===== config.mk =====
export PLATFORM = sky130hd
export DESIGN_NAME = tcpp_timer
export DESIGN_NICKNAME = d
export VERILOG_FILES = /design/src/shared/tcpp_pkg.sv /design/src/core/tcpp_timer.sv
export SDC_FILE = /design/constraint.sdc
export NUM_CORES = 1
export LEC_CHECK = 0
export BUFFER_PORTS_ARGS = -buffer_cell sky130_fd_sc_hd__buf_4
export CORE_UTILIZATION = 50
export DETAILED_ROUTE_END_ITERATION = 16
export HOLD_SLACK_MARGIN = 0.03
export PLACE_DENSITY = 0.67
export SLEW_MARGIN = 15
export SYNTH_ARGS = -nofsm -noshare
export SYNTH_HDL_FRONTEND = slang
export SYNTH_SLANG_ARGS = --single-unit
export TNS_END_PERCENT = 5

===== constraint.sdc =====
create_clock -name clk_in -period 8.1 [get_ports clk_in]
set_input_delay 0 -clock clk_in [delete_from_list [all_inputs] [get_ports clk_in]]
set_output_delay 0 -clock clk_in [all_outputs]
set_load 0.005 [all_outputs]

===== src/shared/tcpp_pkg.sv =====
// constants for the sixteen-bit compare / pwm / single-pulse timer
//
// Function
// - period compare uses counter bits fifteen to eight
// - zero period value means full overflow period
// - clear select low: clear on period match
// - mode code 00 selects compare-match output
// - compare mode with clear select low raises both match flags
// - clear select high: clear on a, no p-flag
// - pin changes only on compare-a match or run start
// - run rising edge loads pin initial level
// - mode 11 counts like compare, pin unused
// - mode 10 with pin code 10 gives pwm
// - swap low: period from p, duty a
// - swap high: period from a, duty p
// - duty at or above period gives full
// - pwm raises both flags on their matches
// - pwm pin codes 00/01 force level, polarity
// - pwm ignores clear select, swap picks period
// - mode 10 with pin code 11 single pulse
// - external edge or software sets run bit
// - compare-a match ends pulse, clears run, flags
// - single pulse counter zeroed only at start
// - run rising zeroes counter, falling holds it
// - pause holds counter, resume from held value
// - compare pin codes: none, low, high, toggle
// - clock select: internal divides or pin edges
package tcpp_pkg;
    // ----------------------------------------------------------------
    // register addresses
    // ----------------------------------------------------------------
    localparam logic [2:0] TCPP_ADDR_CTRL0 = 3'h0;
    localparam logic [2:0] TCPP_ADDR_CTRL1 = 3'h1;
    localparam logic [2:0] TCPP_ADDR_CNT_LO = 3'h2;
    localparam logic [2:0] TCPP_ADDR_CNT_HI = 3'h3;
    localparam logic [2:0] TCPP_ADDR_CMPA_LO = 3'h4;
    localparam logic [2:0] TCPP_ADDR_CMPA_HI = 3'h5;
    localparam logic [2:0] TCPP_ADDR_PERIOD = 3'h6;
    localparam logic [2:0] TCPP_ADDR_FLAGS = 3'h7;
    // ----------------------------------------------------------------
    // field positions in control 0 and control 1
    // ----------------------------------------------------------------
    localparam int TCPP_C0_PAUSE = 7;
    localparam int TCPP_C0_CKS_LO = 4;
    localparam int TCPP_C0_RUN = 3;
    localparam int TCPP_C1_MODE_LO = 6;
    localparam int TCPP_C1_PINF_LO = 4;
    localparam int TCPP_C1_INIT = 3;
    localparam int TCPP_C1_INV = 2;
    localparam int TCPP_C1_SWAP = 1;
    localparam int TCPP_C1_CCLR = 0;
    // flag register bits
    localparam int TCPP_FL_A = 0;
    localparam int TCPP_FL_P = 1;
    // ----------------------------------------------------------------
    // codes and reset values
    // ----------------------------------------------------------------
    localparam logic [1:0] TCPP_MODE_CMP = 2'h0;
    localparam logic [1:0] TCPP_MODE_PWM = 2'h2;
    localparam logic [1:0] TCPP_MODE_TMR = 2'h3;
    localparam logic [1:0] TCPP_PF_NONE = 2'h0;
    localparam logic [1:0] TCPP_PF_LOW = 2'h1;
    localparam logic [1:0] TCPP_PF_HIGH = 2'h2;
    localparam logic [1:0] TCPP_PF_TOG = 2'h3;
    localparam logic [2:0] TCPP_CK_SYS4 = 3'h0;
    localparam logic [2:0] TCPP_CK_SYS = 3'h1;
    localparam logic [2:0] TCPP_CK_H16 = 3'h2;
    localparam logic [2:0] TCPP_CK_H64 = 3'h3;
    localparam logic [2:0] TCPP_CK_TBC = 3'h4;
    localparam logic [2:0] TCPP_CK_H8 = 3'h5;
    localparam logic [2:0] TCPP_CK_PINR = 3'h6;
    localparam logic [2:0] TCPP_CK_PINF = 3'h7;
    localparam logic [7:0] TCPP_RST_BYTE = 8'h00;
    localparam logic [15:0] TCPP_RST_WORD = 16'h0000;
    localparam logic [16:0] TCPP_FULL_PERIOD = 17'h10000;
    localparam logic [7:0] TCPP_DIV_RST = 8'h00;
    localparam logic [7:0] TCPP_DIV_MAX = 8'hff;
endpackage


===== src/core/tcpp_timer.sv =====
// sixteen-bit count-up timer with compare, pwm and single-pulse modes
`timescale 1ns/1ps
module tcpp_timer #(
    parameter logic [7:0] TBC_DIV = 8'hff // tick period of base-clock source, minus one
) (
    // clock and reset
    input wire logic clk_in,
    input wire logic resetn_in,
    // register port
    input wire logic [2:0] addr_in,
    input wire logic [7:0] wdata_in,
    input wire logic wr_in,
    input wire logic rd_in,
    output logic [7:0] rdata_out,
    // pins
    input wire logic ext_clock_pin_in,
    output logic timer_output_pin_out,
    output logic timer_output_pin_oe_out,
    // events
    output logic match_a_pulse_out,
    output logic match_p_pulse_out
);
    // ----------------------------------------------------------------
    // state
    // ----------------------------------------------------------------
    typedef struct packed {
        logic count_pause_bit;         // counter hold
        logic [2:0] timer_clock_select; // clock source code
        logic counter_run_bit;         // counter on
        logic [1:0] mode_select;       // high, low
        logic [1:0] pin_function;      // high, low
        logic output_initial_level;    // init / active level
        logic output_invert;           // pin inversion
        logic period_duty_swap;        // pwm period/duty swap
        logic clear_source_select;     // counter clear source
        logic [15:0] compare_a_value;  // compare a
        logic [7:0] period_compare_register; // period compare
        logic [15:0] cnt;              // the counter
        logic match_a_flag;            // sticky a flag
        logic match_p_flag;            // sticky p flag
        logic run_d;                   // run bit one cycle ago
        logic ext_d;                   // pin one cycle ago
        logic [7:0] div;               // prescaler
        logic [7:0] tbc;               // base-clock divider
        logic core_out;                // unpolarised pin level
        logic [7:0] rdata;             // read data
        logic pin;                     // pin register
        logic pin_oe;                  // pin enable register
        logic pa;                      // a event pulse
        logic pp;                      // p event pulse
    } tcpp_state_t;

    tcpp_state_t s_r;
    tcpp_state_t s_nxt;

    // ----------------------------------------------------------------
    // helpers
    // ----------------------------------------------------------------
    // short names for package constants, declared ahead of every use
    localparam logic [7:0] TCPP_RST_BYTE = tcpp_pkg::TCPP_RST_BYTE;
    localparam int TCPP_FL_A = tcpp_pkg::TCPP_FL_A;
    localparam int TCPP_FL_P = tcpp_pkg::TCPP_FL_P;
    localparam int TCPP_C0_PAUSE = tcpp_pkg::TCPP_C0_PAUSE;
    localparam int TCPP_C0_CKS_LO = tcpp_pkg::TCPP_C0_CKS_LO;
    localparam int TCPP_C0_RUN = tcpp_pkg::TCPP_C0_RUN;
    localparam int TCPP_C1_MODE_LO = tcpp_pkg::TCPP_C1_MODE_LO;
    localparam int TCPP_C1_PINF_LO = tcpp_pkg::TCPP_C1_PINF_LO;
    localparam int TCPP_C1_INIT = tcpp_pkg::TCPP_C1_INIT;
    localparam int TCPP_C1_INV = tcpp_pkg::TCPP_C1_INV;
    localparam int TCPP_C1_SWAP = tcpp_pkg::TCPP_C1_SWAP;
    localparam int TCPP_C1_CCLR = tcpp_pkg::TCPP_C1_CCLR;
    // period value from the period register, zero meaning full range
    function automatic logic [16:0] tcpp_pval(input logic [7:0] p);
        tcpp_pval = (p == TCPP_RST_BYTE) ? tcpp_pkg::TCPP_FULL_PERIOD : {1'b0, p, 8'h00};
    endfunction
    // period comparator: counter top byte against register
    function automatic logic tcpp_pmatch(input logic [15:0] c, input logic [7:0] p);
        tcpp_pmatch = (p != tcpp_pkg::TCPP_RST_BYTE) && (c[15:8] == p) &&
                      (c[7:0] == tcpp_pkg::TCPP_RST_BYTE);
    endfunction

    // ----------------------------------------------------------------
    // next state
    // ----------------------------------------------------------------
    always_comb begin
        logic tick;
        logic ext_edge;
        logic run_rise;
        logic [15:0] cinc;
        logic ovf;
        logic am;
        logic pm;
        logic pwm;
        logic spm;
        logic clr;
        logic [16:0] per;
        logic [16:0] duty;
        logic lvl;
        tick = 1'b0;
        s_nxt = s_r;
        s_nxt.pa = 1'b0;
        s_nxt.pp = 1'b0;
        s_nxt.rdata = tcpp_pkg::TCPP_RST_BYTE;
        s_nxt.run_d = s_r.counter_run_bit;
        s_nxt.ext_d = ext_clock_pin_in;
        s_nxt.div = s_r.div + 8'h01;
        s_nxt.tbc = (s_r.tbc == TBC_DIV) ? tcpp_pkg::TCPP_DIV_RST : s_r.tbc + 8'h01;
        run_rise = s_r.counter_run_bit && !s_r.run_d;
        pwm = (s_r.mode_select == tcpp_pkg::TCPP_MODE_PWM);
        spm = pwm && (s_r.pin_function == tcpp_pkg::TCPP_PF_TOG);
        // clock source selection
        unique case (s_r.timer_clock_select)
            tcpp_pkg::TCPP_CK_SYS4: tick = (s_r.div[1:0] == 2'h3);
            tcpp_pkg::TCPP_CK_SYS: tick = 1'b1;
            tcpp_pkg::TCPP_CK_H16: tick = (s_r.div[3:0] == 4'hf);
            tcpp_pkg::TCPP_CK_H64: tick = (s_r.div[5:0] == 6'h3f);
            tcpp_pkg::TCPP_CK_TBC: tick = (s_r.tbc == TBC_DIV);
            tcpp_pkg::TCPP_CK_H8: tick = (s_r.div[2:0] == 3'h7);
            tcpp_pkg::TCPP_CK_PINR: tick = ext_clock_pin_in && !s_r.ext_d;
            tcpp_pkg::TCPP_CK_PINF: tick = !ext_clock_pin_in && s_r.ext_d;
        endcase
        ext_edge = (s_r.timer_clock_select == tcpp_pkg::TCPP_CK_PINF) ?
                   (!ext_clock_pin_in && s_r.ext_d) : (ext_clock_pin_in && !s_r.ext_d);
        // count step; matches seen when the counter lands on a value
        cinc = s_r.cnt + 16'h0001;
        ovf = (s_r.cnt == 16'hffff);
        am = 1'b0;
        pm = 1'b0;
        clr = 1'b0;
        if (run_rise) begin
            s_nxt.cnt = tcpp_pkg::TCPP_RST_WORD;
        end else if (s_r.counter_run_bit && !s_r.count_pause_bit && tick) begin
            am = (cinc == s_r.compare_a_value);
            pm = tcpp_pmatch(cinc, s_r.period_compare_register) ||
                 (s_r.period_compare_register == TCPP_RST_BYTE && ovf);
            if (spm) begin
                clr = 1'b0;
            end else if (pwm) begin
                clr = s_r.period_duty_swap ? am : pm;
            end else begin
                clr = s_r.clear_source_select ? am : pm;
            end
            s_nxt.cnt = clr ? tcpp_pkg::TCPP_RST_WORD : cinc;
        end
        // flags: set wins over a software clear
        if (wr_in && addr_in == tcpp_pkg::TCPP_ADDR_FLAGS) begin
            if (wdata_in[TCPP_FL_A]) s_nxt.match_a_flag = 1'b0;
            if (wdata_in[TCPP_FL_P]) s_nxt.match_p_flag = 1'b0;
        end
        if (am) begin
            s_nxt.match_a_flag = 1'b1;
            s_nxt.pa = 1'b1;
        end
        if (pm && !spm && (pwm || !s_r.clear_source_select)) begin
            s_nxt.match_p_flag = 1'b1;
            s_nxt.pp = 1'b1;
        end
        // register writes
        if (wr_in) begin
            unique case (addr_in)
                tcpp_pkg::TCPP_ADDR_CTRL0: begin
                    s_nxt.count_pause_bit = wdata_in[TCPP_C0_PAUSE];
                    s_nxt.timer_clock_select = wdata_in[TCPP_C0_CKS_LO +: 3];
                    s_nxt.counter_run_bit = wdata_in[TCPP_C0_RUN];
                end
                tcpp_pkg::TCPP_ADDR_CTRL1: begin
                    s_nxt.mode_select = wdata_in[TCPP_C1_MODE_LO +: 2];
                    s_nxt.pin_function = wdata_in[TCPP_C1_PINF_LO +: 2];
                    s_nxt.output_initial_level = wdata_in[TCPP_C1_INIT];
                    s_nxt.output_invert = wdata_in[TCPP_C1_INV];
                    s_nxt.period_duty_swap = wdata_in[TCPP_C1_SWAP];
                    s_nxt.clear_source_select = wdata_in[TCPP_C1_CCLR];
                end
                tcpp_pkg::TCPP_ADDR_CMPA_LO: s_nxt.compare_a_value[7:0] = wdata_in;
                tcpp_pkg::TCPP_ADDR_CMPA_HI: s_nxt.compare_a_value[15:8] = wdata_in;
                tcpp_pkg::TCPP_ADDR_PERIOD: s_nxt.period_compare_register = wdata_in;
                default: ;
            endcase
        end
        // single pulse: pin edge starts, compare a stops
        if (spm && ext_edge && !s_r.counter_run_bit) begin
            s_nxt.counter_run_bit = 1'b1;
        end
        if (spm && am) begin
            s_nxt.counter_run_bit = 1'b0;
        end
        // pin logic
        per = s_r.period_duty_swap ? {1'b0, s_r.compare_a_value}
                                   : tcpp_pval(s_r.period_compare_register);
        duty = s_r.period_duty_swap ? tcpp_pval(s_r.period_compare_register)
                                    : {1'b0, s_r.compare_a_value};
        lvl = s_r.core_out;
        s_nxt.pin_oe = (s_r.mode_select != tcpp_pkg::TCPP_MODE_TMR);
        if (s_r.mode_select == tcpp_pkg::TCPP_MODE_CMP) begin
            if (run_rise) begin
                lvl = s_r.output_initial_level;
            end else if (am) begin
                unique case (s_r.pin_function)
                    tcpp_pkg::TCPP_PF_NONE: lvl = s_r.core_out;
                    tcpp_pkg::TCPP_PF_LOW: lvl = 1'b0;
                    tcpp_pkg::TCPP_PF_HIGH: lvl = 1'b1;
                    tcpp_pkg::TCPP_PF_TOG: lvl = !s_r.core_out;
                endcase
            end
            s_nxt.core_out = lvl;
            s_nxt.pin = lvl ^ s_r.output_invert;
        end else if (spm) begin
            // pulse active while running
            lvl = s_nxt.counter_run_bit;
            s_nxt.core_out = lvl;
            s_nxt.pin = (lvl ~^ s_r.output_initial_level) ^ s_r.output_invert;
        end else if (pwm) begin
            // active while counter below duty, or always when duty reaches period
            lvl = ({1'b0, s_nxt.cnt} < duty) || (duty >= per);
            if (s_r.pin_function == tcpp_pkg::TCPP_PF_NONE) lvl = 1'b0;
            if (s_r.pin_function == tcpp_pkg::TCPP_PF_LOW) lvl = 1'b1;
            s_nxt.core_out = lvl;
            s_nxt.pin = (lvl ~^ s_r.output_initial_level) ^ s_r.output_invert;
        end else begin
            s_nxt.pin = 1'b0;
        end
        // register reads, data in the following cycle
        if (rd_in) begin
            unique case (addr_in)
                tcpp_pkg::TCPP_ADDR_CTRL0:
                    s_nxt.rdata = {s_r.count_pause_bit, s_r.timer_clock_select,
                                   s_r.counter_run_bit, 3'h0};
                tcpp_pkg::TCPP_ADDR_CTRL1:
                    s_nxt.rdata = {s_r.mode_select, s_r.pin_function,
                                   s_r.output_initial_level, s_r.output_invert,
                                   s_r.period_duty_swap, s_r.clear_source_select};
                tcpp_pkg::TCPP_ADDR_CNT_LO: s_nxt.rdata = s_r.cnt[7:0];
                tcpp_pkg::TCPP_ADDR_CNT_HI: s_nxt.rdata = s_r.cnt[15:8];
                tcpp_pkg::TCPP_ADDR_CMPA_LO: s_nxt.rdata = s_r.compare_a_value[7:0];
                tcpp_pkg::TCPP_ADDR_CMPA_HI: s_nxt.rdata = s_r.compare_a_value[15:8];
                tcpp_pkg::TCPP_ADDR_PERIOD: s_nxt.rdata = s_r.period_compare_register;
                tcpp_pkg::TCPP_ADDR_FLAGS:
                    s_nxt.rdata = {6'h00, s_r.match_p_flag, s_r.match_a_flag};
            endcase
        end
    end

    // ----------------------------------------------------------------
    // state register
    // ----------------------------------------------------------------
    always_ff @(posedge clk_in) begin
        if (!resetn_in) begin
            s_r <= '0;
        end else begin
            s_r <= s_nxt;
        end
    end

    assign rdata_out = s_r.rdata;
    assign timer_output_pin_out = s_r.pin;
    assign timer_output_pin_oe_out = s_r.pin_oe;
    assign match_a_pulse_out = s_r.pa;
    assign match_p_pulse_out = s_r.pp;
endmodule


==> summary.md, run 1 <==
The flow ran to the end, and the final reports show no timing, DRC or antenna violations. In the routed layout, each cell is associated on average with a via count of 6.44. The initial antenna violation count was 0. Setup repair after global routing left no endpoint under its margin. Across all layers, the routed design uses 6571 vias.

The switching portion of total power was 26.5%; the wire length of the first global-routing pass was 35.2 mm. The number of synthesis warnings was 0; the adder and majority cell fraction of the synthesized area was 5.32%. The cell at the root of the clock tree was clkbuf_16. The floorplan step defined a die boundary enclosing 0.0136 mm2. TritonCTS built the clock tree. The flip-flop and latch count after synthesis came out at 84. The worst path needs 6.22 ns of the cycle, external delays included. In this run the core area contains 41 standard-cell rows.

The cell class contributing the biggest share of worst-path delay was compound AO/OA/AOI/OAI gates. Compared with the post-synthesis result, the final layout area differs by 7.88%. Global routing used 35.0% of the available tracks across all layers. Along the worst hold path, the cell count comes to 3. In this run, synthesis inferred 0 flip-flops with an integrated enable. Floorplan core area: 0.0127 mm2. Simple-gate portion of the synthesized area: 28.7%. The repair_antennas step left the layout with diodes totalling 0. The logs give 0 for the final hold violation count and 28 for the number of ports placed on the die boundary. The post-cts gate resize count was 0.

The power density normalized to cell area came out at 134 mW/mm2. The multiplexer share of the synthesized area was 6.46%. Routability-driven placement finished with a final weighted congestion of 0.950. The critical path goes through ha_1, and2_1, nand3_1, a221o_1, a2111oi_4, nand4_1, o21a_1, o31ai_4, o32ai_1, ha_1, a21o_1, a21o_1, a211o_1, o2111ai_1, nand3_1, a211oi_1, o31ai_1, a221o_1, a31oi_1. Across all register-to-register paths, the minimum setup slack is 1.88 ns. Measured along the x axis, the die boundary spans 117 um. The post-synthesis compound-gate area fraction was 19.7%; the sequential fraction of design power was 45.5%.

The worst clock skew was 0.00772 ns; the synthesized net count was 900. In this run the tightest slew margin relative to its limit is 19.9%. The sequential area share after synthesis is 25.5%.

The run gives 994 as the number of cells after detailed placement. For the HPWL reported at the end of detailed placement, the log shows 17.2 mm. The tools report the quantity of hold-fixing buffers added after cts as 11. The dominant register cell in the synthesized netlist is dfxtp_1. The number of buffer and inverter stages on the critical path came out at 0. The clock drives 84 sinks. STA classifies the critical path startpoint as a flip-flop. Hold timing on the final database bottoms out at a slack of 0.144 ns. The setup-violating endpoint count in the final report is 0, and the floorplan die height is 117 um.

For the number of search-and-repair iterations in the first detailed-routing pass, the log shows 6. The run gives 2 as the clock tree buffer depth. Summed over all nets, the switching power comes to 0.253 mW. Dividing the detail-routed wire length by the instance count gives 22.4 um. Along the worst path, the maximum fanout reaches 17. The slowest stage of the critical path is the o31ai_4 cell. Entering global routing, the biggest net connects 51 pins. For this design the static power due to leakage is 2.54 nW. The synthesized netlist occupies a cell area of 0.00659 mm2. The design draws 0.955 mW. Counting the buffers created by CTS gives 9. The fraction of layout cells with a size suffix above 1 was 9.91%. The maximum clock frequency was 0.161 GHz. The delay of the slowest cell on the worst path is 0.72 ns. Worst hold-check path type: primary input to flip-flop.

The depth of the worst register-to-register path was 19. The critical path is of the flip-flop to flip-flop type. Combinational logic is responsible for 11.0% of the overall power. By count the netlist is led by 108 x nand2_1, 102 x nor2_1, 84 x dfxtp_1, 68 x a21oi_1, 33 x clkbuf_1. In the post-route analysis, the smallest setup slack over all paths is 1.88 ns.

In this run the number of cells on the critical path is 19. For the number of max-capacitance violations reported, the log shows 0. The final design area excluding fillers came out at 0.00711 mm2. The fraction of registers with async set/reset was 0%; the post-CTS setup buffer count was 0. The DRC violation count after routing came out at 0.

The worst-case IR drop observed on VDD is 0.0979 mV. Cell internal power was estimated by the tool at 0.702 mW. The tools report the clock share of power as 43.5%. The clock transition time at the flip-flop clock pins of the worst setup and hold paths came out at 0.07 ns. In the post-synthesis netlist, the cell with the most instances is nand2_1.

Summed over all layers, the global routing overflow is 0. The first routing iteration left 925 violations. By area, the combinational part of the netlist is dominated by simple AND/OR/NAND/NOR gates. For this configuration, the core starts out at a cell density of 51.8%. Summing all placed instances gives a cell area of 0.00671 mm2. Summed over all failing endpoints, the final setup total negative slack is 0 ns. The max-slew violation count was 0. The area fraction of the dominant cell type after synthesis came out at 25.5%. Synthesis instantiated 88 different standard cells from the library. Ranked by total cell area, the synthesized netlist is headed by dfxtp_1 26%, nand2_1 6.2%, nor2_1 5.8%. The clock latency on the worst-skew pair is 0.35 ns.

Summing the areas of all xor and xnor instances in the mapped netlist gives 7.77% of the synthesized area. After the flow finishes, the layout carries non-filler instances totaling 1020. In the synthesized netlist, the number of instances is 856. The required time reported for the critical path endpoint was 8.37 ns.

Measured on the finished design, the core utilization comes to 55.9%. Summed over all layers, the routed wires come to 22.8 mm. The per-instance average area after synthesis was 7.70 um2; the number of nets in the layout was 888.

Once detail routing completed, the nets flagged for antenna violations numbered 0. The type of element capturing the critical path is a flip-flop. The level count of the clock H-tree was 3. For the pin with the worst max-slew slack, the measured transition is 1.20 ns. The worst path uses 76.7% of the clock period. The number of input and output port buffers inserted was 27. The biggest area contributor in the post-synthesis netlist is dfxtp_1. The via count of the first global-routing pass is 5937, and the arrival time of data at the critical path endpoint is 6.49 ns. Before CTS, the worst setup slack after placement is 2.10 ns.
[sequential cells by signal (all words and copies together) (netlist names)]
signal                   cells
s_nxt                        1
match_p_pulse_out            1
timer_output_pin_out         1
match_a_pulse_out            1
s_r                         71
rdata_out                    8
timer_output_pin_oe_out      1
[layer usage]
layer / wire length [um] / part of all wire (%) / GRT usage [%]
met1: 10100 / 44 / 50.8
met2: 10000 / 44 / 53.0
met3: 2250 / 9.9 / 6.33
met4: 444 / 1.9 / 9.87
met5: 0 / 0 / 0
[tightest hold or removal path, cell delays in order]
cell and delay [ns]:
buf_4 0.20, a21oi_1 0.17, nor2_1 0.06
[logic make-up (layout without fill, tap and decap cells)]
family | count (synthesis) | after routing
AND/OR/NAND/NOR | 380 | 380
adder cells (fa/ha/maj) | 28 | 28
buffers and inverters | 92 | 84
flip-flops | 84 | 84
AO/OA/AOI/OAI | 185 | 185
XOR/XNOR | 49 | 49
multiplexers | 38 | 38
[final timing paths]
kind | startpoint | end
min reg2reg | s_r[32]$_SDFFE_PN0P_ | s_r[32]$_SDFFE_PN0P_
max | s_r[33]$_SDFF_PN0_ | s_r[12]$_SDFFE_PN0P_
min | addr_in[2] | rdata_out[0]$_SDFF_PN0_
max reg2reg | s_r[33]$_SDFF_PN0_ | s_r[12]$_SDFFE_PN0P_
[power by group through the flow]
stage               Clock (mW)  Combinational (mW)  Sequential [mW]
floorplan                    0              0.0688            0.436
global placement             0              0.0964            0.443
detailed placement           0              0.0970            0.443
CTS                      0.419               0.102            0.434
global route             0.436               0.114            0.435
finish                   0.415               0.105            0.435
[cell type report]
type,instances,area (um2)
clock buffer,10,229
clock inverter,5,62.6
inverter,29,109
multi-input combinational,680,4480
sequential,84,1680
tap,172,215
timing repair buffer,40,328
fill,1249,5620
[cell usage in the layout, fill, tap and decap left out, types with 6 or more instances in the layout]
| cell | synthesis | routed |
|---|---|---|
| a221oi_1 | 9 | 9 |
| mux2i_1 | 20 | 20 |
| buf_4 | 14 | 29 |
| o21a_1 | 6 | 6 |
| and3_1 | 11 | 11 |
| nor4_1 | 9 | 9 |
| o21ai_0 | 13 | 13 |
| nand2_1 | 108 | 108 |
| nor3_1 | 26 | 26 |
| and2_1 | 11 | 11 |
| or4_1 | 11 | 11 |
| and4_1 | 8 | 8 |
| o31ai_1 | 6 | 6 |
| nor2_1 | 102 | 102 |
| dlygate4sd3_1 | 0 | 11 |
| a31oi_1 | 7 | 7 |
| nand4_1 | 16 | 16 |
| nand3_1 | 26 | 26 |
| xor2_1 | 14 | 14 |
| ha_1 | 28 | 28 |
| a21o_1 | 6 | 6 |
| nor2b_1 | 12 | 12 |
| nor3b_1 | 7 | 7 |
| mux2_2 | 16 | 16 |
| dfxtp_1 | 84 | 84 |
| xnor2_1 | 29 | 29 |
| inv_1 | 28 | 28 |
| a211oi_1 | 7 | 7 |
| xnor3_1 | 6 | 6 |
| clkbuf_16 | 0 | 9 |
| or3_1 | 11 | 11 |
| a21oi_1 | 68 | 68 |
Note: power is estimated with default switching activity, not from simulation.
==> inputs of run 2 (changes only) <==
--- a/config.mk
+++ b/config.mk
@@ -9,7 +9,7 @@
 export CORE_UTILIZATION = 50
 export DETAILED_ROUTE_END_ITERATION = 16
 export HOLD_SLACK_MARGIN = 0.03
-export PLACE_DENSITY = 0.67
+export PLACE_DENSITY = 0.69
 export SLEW_MARGIN = 15
 export SYNTH_ARGS = -nofsm -noshare
 export SYNTH_HDL_FRONTEND = slang
==> constraint.sdc (replaced) <==
create_clock -name clk_in -period 5.4 [get_ports clk_in]
set_input_delay 0 -clock clk_in [delete_from_list [all_inputs] [get_ports clk_in]]
set_output_delay 0 -clock clk_in [all_outputs]
set_load 0.005 [all_outputs]
==> summary.md, run 2 (synthesis results as in run 1) <==
The tools report the initial antenna violation count as 0 (unchanged). The tools report the remaining global-route overflow as 0 (unchanged). The via count of the first global-routing pass was 6248 (+5.2%).

The startpoint of the most critical register-to-register path is s_r[36]$_SDFF_PN0_. Setup repair after global routing left no endpoint under its margin. The floorplan die height was 117 um (unchanged); the final critical path time including I/O delays and setup was 5.16 ns (-1.05 ns).

The clock transition time at the flip-flop clock pins of the worst setup and hold paths came out at 0.07 ns (about the same). The cell class contributing the biggest share of worst-path delay is compound AO/OA/AOI/OAI gates. The number of buffer and inverter stages on the critical path works out to 2 (+2). The fraction of layout cells with a size suffix above 1 came out at 15.9% (+6.0 points). TritonCTS built the clock tree. For the number of core rows, the log shows 41 (unchanged). The number of search-and-repair iterations in the first detailed-routing pass was 5 (-1). The total number of clock tree sinks is 84 (unchanged), and the number of ports placed on the die boundary is 28 (unchanged). The tools report the arrival time of data at the critical path endpoint as 5.44 ns (-1.05 ns). Final hold violation count: 0 (unchanged). The per-cell via count in the routed design was 6.42 (-0.31%); the number of flip-flops under the largest register name was 71 (unchanged).

The post-route total power is 1.41 mW (+48%). The number of DRC violations after detailed-routing iteration 0 was 836 (-9.6%); the worst clock skew was 0.00620 ns (-0.00152 ns). Leaving out fill and tap cells, the most frequent cell in the layout is nand2_1. STA classifies the critical path startpoint as a flip-flop. The register-to-register path setup slack came out at 0.24 ns (-1.65 ns). The post-route clock period utilization is 95.6% (+19 points), and the wire length of the first global-routing pass is 35.7 mm (+1.5%). The static leakage came out at 2.76 nW (+8.6%). The worst flop-to-flop path endpoint is s_r[12]$_SDFFE_PN0P_. For the HPWL reported at the end of detailed placement, the log shows 17.8 mm (+4.0%). Worst hold-check path type: primary input to flip-flop. From synthesis to final layout, the design area changed by 13.0%.

The power density normalized to cell area works out to 189 mW/mm2 (+41%). The slowest stage of the critical path belongs to the cell dfxtp_1. The run gives 51 (unchanged) as the pin count of the biggest net entering global routing.

The worst-path maximum fanout works out to 10 (-7). The run gives 0 (unchanged) as the number of max-capacitance violations reported. For the number of buffers created by CTS, the log shows 9 (unchanged).

The floorplan die area was 0.0136 mm2 (unchanged). Number of nets still failing antenna checks after routing: 0 (unchanged). The run gives 35.7% (+0.63 points) as the global-route usage over all layers. The level count of the clock H-tree came out at 3 (unchanged). The number of fill cells in the layout was 1215 (-2.7%). The transition time of the tightest slew-check pin is 1.02 ns (-0.182 ns). Hold path endpoint: s_r[31]$_SDFFE_PN0P_. In the layout the commonest cells are 108 x nand2_1, 102 x nor2_1, 78 x dfxtp_1, 69 x buf_4, 67 x a21oi_1. The logs give 928 (+4.5%) for the number of nets in the layout and 6814 (+3.7%) for the via count.

The final-layout setup total negative slack is 0 ns (unchanged), and the clock tree buffer depth is 2 (unchanged). The worst hold path depth came out at 5 (+2). The starting density of the core is 51.8% (unchanged). The average detailed-routed wire length per instance came out at 22.1 um (-1.3%).

The number of input and output port buffers inserted was 27 (unchanged); the maximum clock frequency was 0.194 GHz (+20%). The max-slew violation count came out at 0 (unchanged). The run gives 0.174 mV (+77%) as the worst supply voltage drop on vdd. The logs give 0 (unchanged) for the final antenna diode count and 0 (unchanged) for the setup-violating endpoint count in the final report. Delay of the slowest cell on the worst path: 0.44 ns (-0.28 ns). STA classifies the critical path endpoint as a flip-flop. Floorplan core area: 0.0127 mm2 (unchanged). The tools report the launch instance of the worst min-delay path as wr_in. The worst relative slew slack was 31.8% (+12 points). The clock latency on the worst-skew pair was 0.35 ns (about the same).

The tree is rooted in a clkbuf_16. The tools report the placer congestion estimate as 1.07 (+13%). DRC violation count after routing: 0 (unchanged). The run finished with clean final reports. The width of the chip is 117 um (unchanged), and the post-detailed-routing wire length is 23.4 mm (+2.7%). Counting flops per register, the top entry is s_r. Traced cell by cell, the critical path runs through nand4_1, buf_4, nor3_1, buf_4, xnor3_1, a2111oi_0, and4_2, and3_1, nor3_2, a21oi_2, o32ai_2, ha_1, a21o_1, a21o_1, a211o_1, o2111ai_1, nand3_1, a211oi_2, o31ai_1, a221o_1, a31oi_1.

By startpoint and endpoint, the worst setup path is classified as flip-flop to flip-flop. Required time reported for the critical path endpoint: 5.68 ns (-2.69 ns). The depth of the worst register-to-register path was 21 (+2).
## run 2: changes by cell type in the layout (fill, tap and decap cells not counted), sizes merged
cell	change
buf	+40
clkinv	+1
bufinv	-1
clkinvlp	+1
## run 2: what timing repair did
action	CTS	global route
hold endpoints to repair	50	0
gates resized for setup	3	14
setup buffers	0	0
setup endpoints to repair	2	2
pin swaps	0	1
hold buffers	11	0
## run 2: power by group
group	leakage, nW	internal (mW)	switching, mW
sequential	0.684	0.632	0.0156
clock	0.125	0.315	0.276
combinational	1.95	0.0679	0.103
total	2.76	1.02	0.395
## run 2: layout make-up
type                    count  area [um2]  share of cell area [%]
inverters                  29         109                    1.46
multi-input cells         680        4520                    60.8
clock inverters             6        48.8                   0.656
flip-flops and latches     84        1690                    22.7
well taps                 172         215                    2.89
clock buffers              10         229                    3.08
repair buffers             80         628                    8.44
## run 2: tightest hold or removal path: stages
cell     delay [ns]
buf_4          0.13
nand2_1        0.08
nor2_1         0.06
nand2_1        0.06
a31o_2         0.14
## run 2: stage by stage
stage | instance area [um2] | std cells | util (%) | setup slack [ns] | hold WS [ns]
3_5_place_dp | 7010 | 1034 | 55.1 | -0.184 | 0.276
5_1_grt | 7440 | 1061 | 58.5 | 0.0198 | 0.181
6_report | 7440 | 1061 | 58.5 | 0.237 | 0.145
4_1_cts | 7400 | 1061 | 58.2 | 0.0207 | 0.122
2_1_floorplan | 6590 | 856 | - | 0.842 | 0.135
3_3_place_gp | 7010 | 1034 | 55.1 | -0.175 | 0.260
## run 2: worst max-delay path by stage
stage	depth (start not counted)	endpoint	slack, ns	startpoint
2_1_floorplan	21	s_r[12]$_SDFFE_PN0P_	0.84	s_r[34]$_SDFF_PN0_
6_report	21	s_r[12]$_SDFFE_PN0P_	0.24	s_r[36]$_SDFF_PN0_
3_5_place_dp	20	s_r[12]$_SDFFE_PN0P_	-0.18	s_r[34]$_SDFF_PN0_
5_1_grt	20	s_r[12]$_SDFFE_PN0P_	0.02	s_r[34]$_SDFF_PN0_
3_3_place_gp	19	s_r[12]$_SDFFE_PN0P_	-0.18	s_r[40]$_SDFF_PN0_
4_1_cts	20	s_r[12]$_SDFFE_PN0P_	0.02	s_r[34]$_SDFF_PN0_
## run 2: metal layers
metal	vias to the layer above	wire length (um)	global-route usage [%]
met2	414	10200	54.0
li1	3135	-	-
met3	76	2270	7.42
met4	0	963	15.9
met1	3189	10000	48.8
met5	-	0	0
==> inputs of run 3 (changes only) <==
--- a/config.mk
+++ b/config.mk
@@ -9,7 +9,7 @@
 export CORE_UTILIZATION = 50
 export DETAILED_ROUTE_END_ITERATION = 16
 export HOLD_SLACK_MARGIN = 0.03
-export PLACE_DENSITY = 0.69
+export PLACE_DENSITY = 0.67
 export SLEW_MARGIN = 15
 export SYNTH_ARGS = -nofsm -noshare
 export SYNTH_HDL_FRONTEND = slang
==> constraint.sdc (replaced) <==
create_clock -name clk_in -period 6.7 [get_ports clk_in]
set_input_delay 0.67 -clock clk_in [delete_from_list [all_inputs] [get_ports clk_in]]
set_output_delay 0.67 -clock clk_in [all_outputs]
set_load 0.005 [all_outputs]
==> summary.md, run 3 (synthesis results as in run 1) <==
Ranked by flip-flop count, first place goes to s_r. The DRC violation count after routing is 0 (unchanged), and the wire length of the first global-routing pass is 34.0 mm (-4.8%). The final critical path time including I/O delays and setup is 6.15 ns (+0.982 ns), and the power density normalized to cell area is 168 mW/mm2 (-11%).

The critical path in this run is classified as flip-flop to flip-flop. The global-route usage over all layers is 34.1% (-1.6 points), and the number of input and output port buffers inserted is 27 (unchanged). The placer congestion estimate came out at 0.988 (-8.0%). The type of element capturing the critical path is a flip-flop.

The number of buffer and inverter stages on the critical path is 0 (-2). The run gives 51 (unchanged) as the pin count of the biggest net entering global routing. Average detailed-routed wire length per instance: 22.3 um (+1.1%).

The HPWL reported at the end of detailed placement is 17.3 mm (-3.0%), and the area added between synthesis and finish is 7.37%. The required time reported for the critical path endpoint came out at 6.97 ns (+1.29 ns). Leaving out fill and tap cells, the most frequent cell in the layout is nand2_1.

The cell class contributing the biggest share of worst-path delay is compound AO/OA/AOI/OAI gates. Floorplan die height: 117 um (unchanged). The transition time of the tightest slew-check pin is 1.03 ns (+0.0123 ns).

The clock tree buffer depth is 2 (unchanged). The worst hold slack was 0.461 ns (+0.316 ns). Leaving out fill and tap cells, the most frequent cells in the layout are 108 x nand2_1, 102 x nor2_1, 84 x dfxtp_1, 68 x a21oi_1, 35 x buf_4.

The number of nets in the layout is 883 (-4.8%), and the number of nets still failing antenna checks after routing is 0 (unchanged). met2 is the most crowded layer. The tools report the clock latency on the worst-skew pair as 0.35 ns (about the same). Floorplan die area: 0.0136 mm2 (unchanged). The number of DRC violations after detailed-routing iteration 0 was 803 (-3.9%). The number of ports placed on the die boundary is 28 (unchanged). Walking the worst path, the cells encountered are ha_1, and2_1, nand3_1, a221o_1, a2111oi_4, nand4_2, nor3b_4, o21ai_2, o21ai_2, nor2_1, ha_1, a21o_1, a21oi_1, a21oi_1, o221ai_1, nand3_1, a211oi_1, o31ai_1, a221o_1, a31oi_1.

Maximum clock frequency: 0.163 GHz (-16%). The logs give 5833 (-6.6%) for the via count of the first global-routing pass and 31.2% (-0.55 points) for the worst relative slew slack. The min-delay analysis places its worst path in the category flip-flop to flip-flop. The startpoint kind of the worst setup timing path is a flip-flop. The arrival time of data at the critical path endpoint is 6.42 ns (+0.98 ns).

The static leakage came out at 2.54 nW (-7.9%). The via count was 6672 (-2.1%); the post-CTS setup buffer count was 0 (unchanged). The post-route clock period utilization is 91.7% (-3.9 points), and the fraction of layout cells with a size suffix above 1 is 10.9% (-5.0 points).

For the setup-violating endpoint count in the final report, the log shows 0 (unchanged). The flow ran to the end, and the final reports show no timing, DRC or antenna violations. The number of max-capacitance violations reported came out at 0 (unchanged). The cell at the root of the clock tree is clkbuf_16. TritonCTS built the clock tree. The starting density of the core was 51.8% (unchanged). The slowest stage of the critical path is the dfxtp_1 cell. The level count of the clock H-tree came out at 3 (unchanged).

The number of search-and-repair iterations in the first detailed-routing pass was 5 (unchanged); the number of fill cells in the layout was 1237 (+1.8%). Post-cts gate resize count: 0 (-3). The logs give 0.00707 mm2 (-5.0%) for the final design area excluding fillers and 0 (unchanged) for the remaining global-route overflow.

Number of flip-flops under the largest register name: 71 (unchanged). For the quantity of hold-fixing buffers added after cts, the log shows 0 (-11). The met3 usage came out at 8.75% (+1.3 points). Number of core rows: 41 (unchanged). For the worst clock skew, the log shows 0.0112 ns (+0.00501 ns). Worst-path maximum fanout: 13 (+3). The total number of clock tree sinks is 84 (unchanged). Setup repair after global routing left no endpoint under its margin. The clock transition time at the flip-flop clock pins of the worst setup and hold paths came out at 0.07 ns (about the same).

The total placed instance area came out at 0.00675 mm2 (-3.6%). The global-route met2 utilization came out at 50.7% (-3.4 points). The logs give 0 ns (unchanged) for the final-layout setup total negative slack and 22.7 mm (-3.1%) for the post-detailed-routing wire length. The tools report the worst supply voltage drop on vdd as 0.175 mV (+1.1%). The run gives 0.0127 mm2 (unchanged) as the floorplan core area.

The width of the chip is 117 um (unchanged), and the per-cell via count in the routed design is 6.56 (+2.2%). The number of buffers created by CTS was 9 (unchanged); the max-slew violation count was 0 (unchanged). The logs give 0 (unchanged) for the initial antenna violation count and 0 (unchanged) for the final hold violation count. The global routing usage on met1 is 47.4% (-1.4 points). The delay of the slowest cell on the worst path is 0.57 ns (+0.13 ns).
## run 3: cell count changes in the layout (fill, tap and decap cells not counted), moves of 3 or more
cell and change:
and4_1 +3, and4_2 -3, dlygate4sd3_1 -11, dfxtp_1 +6, buf_4 -34, inv_8 +3, dfxtp_2 -6
## run 3: power breakdown
part | total (mW) | internal, mW | switching (mW) | leakage, nW
Combinational | 0.124 | 0.0463 | 0.0772 | 1.71
Sequential | 0.524 | 0.509 | 0.0152 | 0.680
Clock | 0.538 | 0.300 | 0.238 | 0.150
## run 3: routing by layer
metal / vias up / part of all wire [%]
li1: 3058 / -
met1: 3125 / 43
met2: 443 / 43
met3: 46 / 11
met4: 0 / 3.0
met5: - / 0
## run 3: worst paths after layout
check        cells past startpoint  slack (ns)          startpoint              endpoint
max                             20        0.55  s_r[33]$_SDFF_PN0_  s_r[12]$_SDFFE_PN0P_
min                              1        0.46  s_r[21]$_SDFF_PN0_    s_r[21]$_SDFF_PN0_
max reg2reg                     20        0.55  s_r[33]$_SDFF_PN0_  s_r[12]$_SDFFE_PN0P_
min reg2reg                      1        0.46  s_r[21]$_SDFF_PN0_    s_r[21]$_SDFF_PN0_
## run 3: layout make-up
type                    instances  area [um2]  area share [%]
diodes                          1        2.50          0.0354
clock buffers                   9         225            3.18
clock inverters                 7        95.1            1.34
inverters                      29         109            1.54
multi-input cells             680        4480            63.4
flip-flops and latches         84        1680            23.8
well taps                     172         215            3.04
repair buffers                 35         263            3.71
## run 3: stage by stage
stage	worst slack (ns)	util, %	power (mW)	std cells
after floorplan	2.14	-	0.611	856
after global placement	1.10	53.1	0.653	1000
after detailed placement	0.826	53.1	0.654	1000
after CTS	0.755	55.6	1.18	1016
after global routing	0.0856	55.6	1.22	1016
final	0.554	55.6	1.19	1017
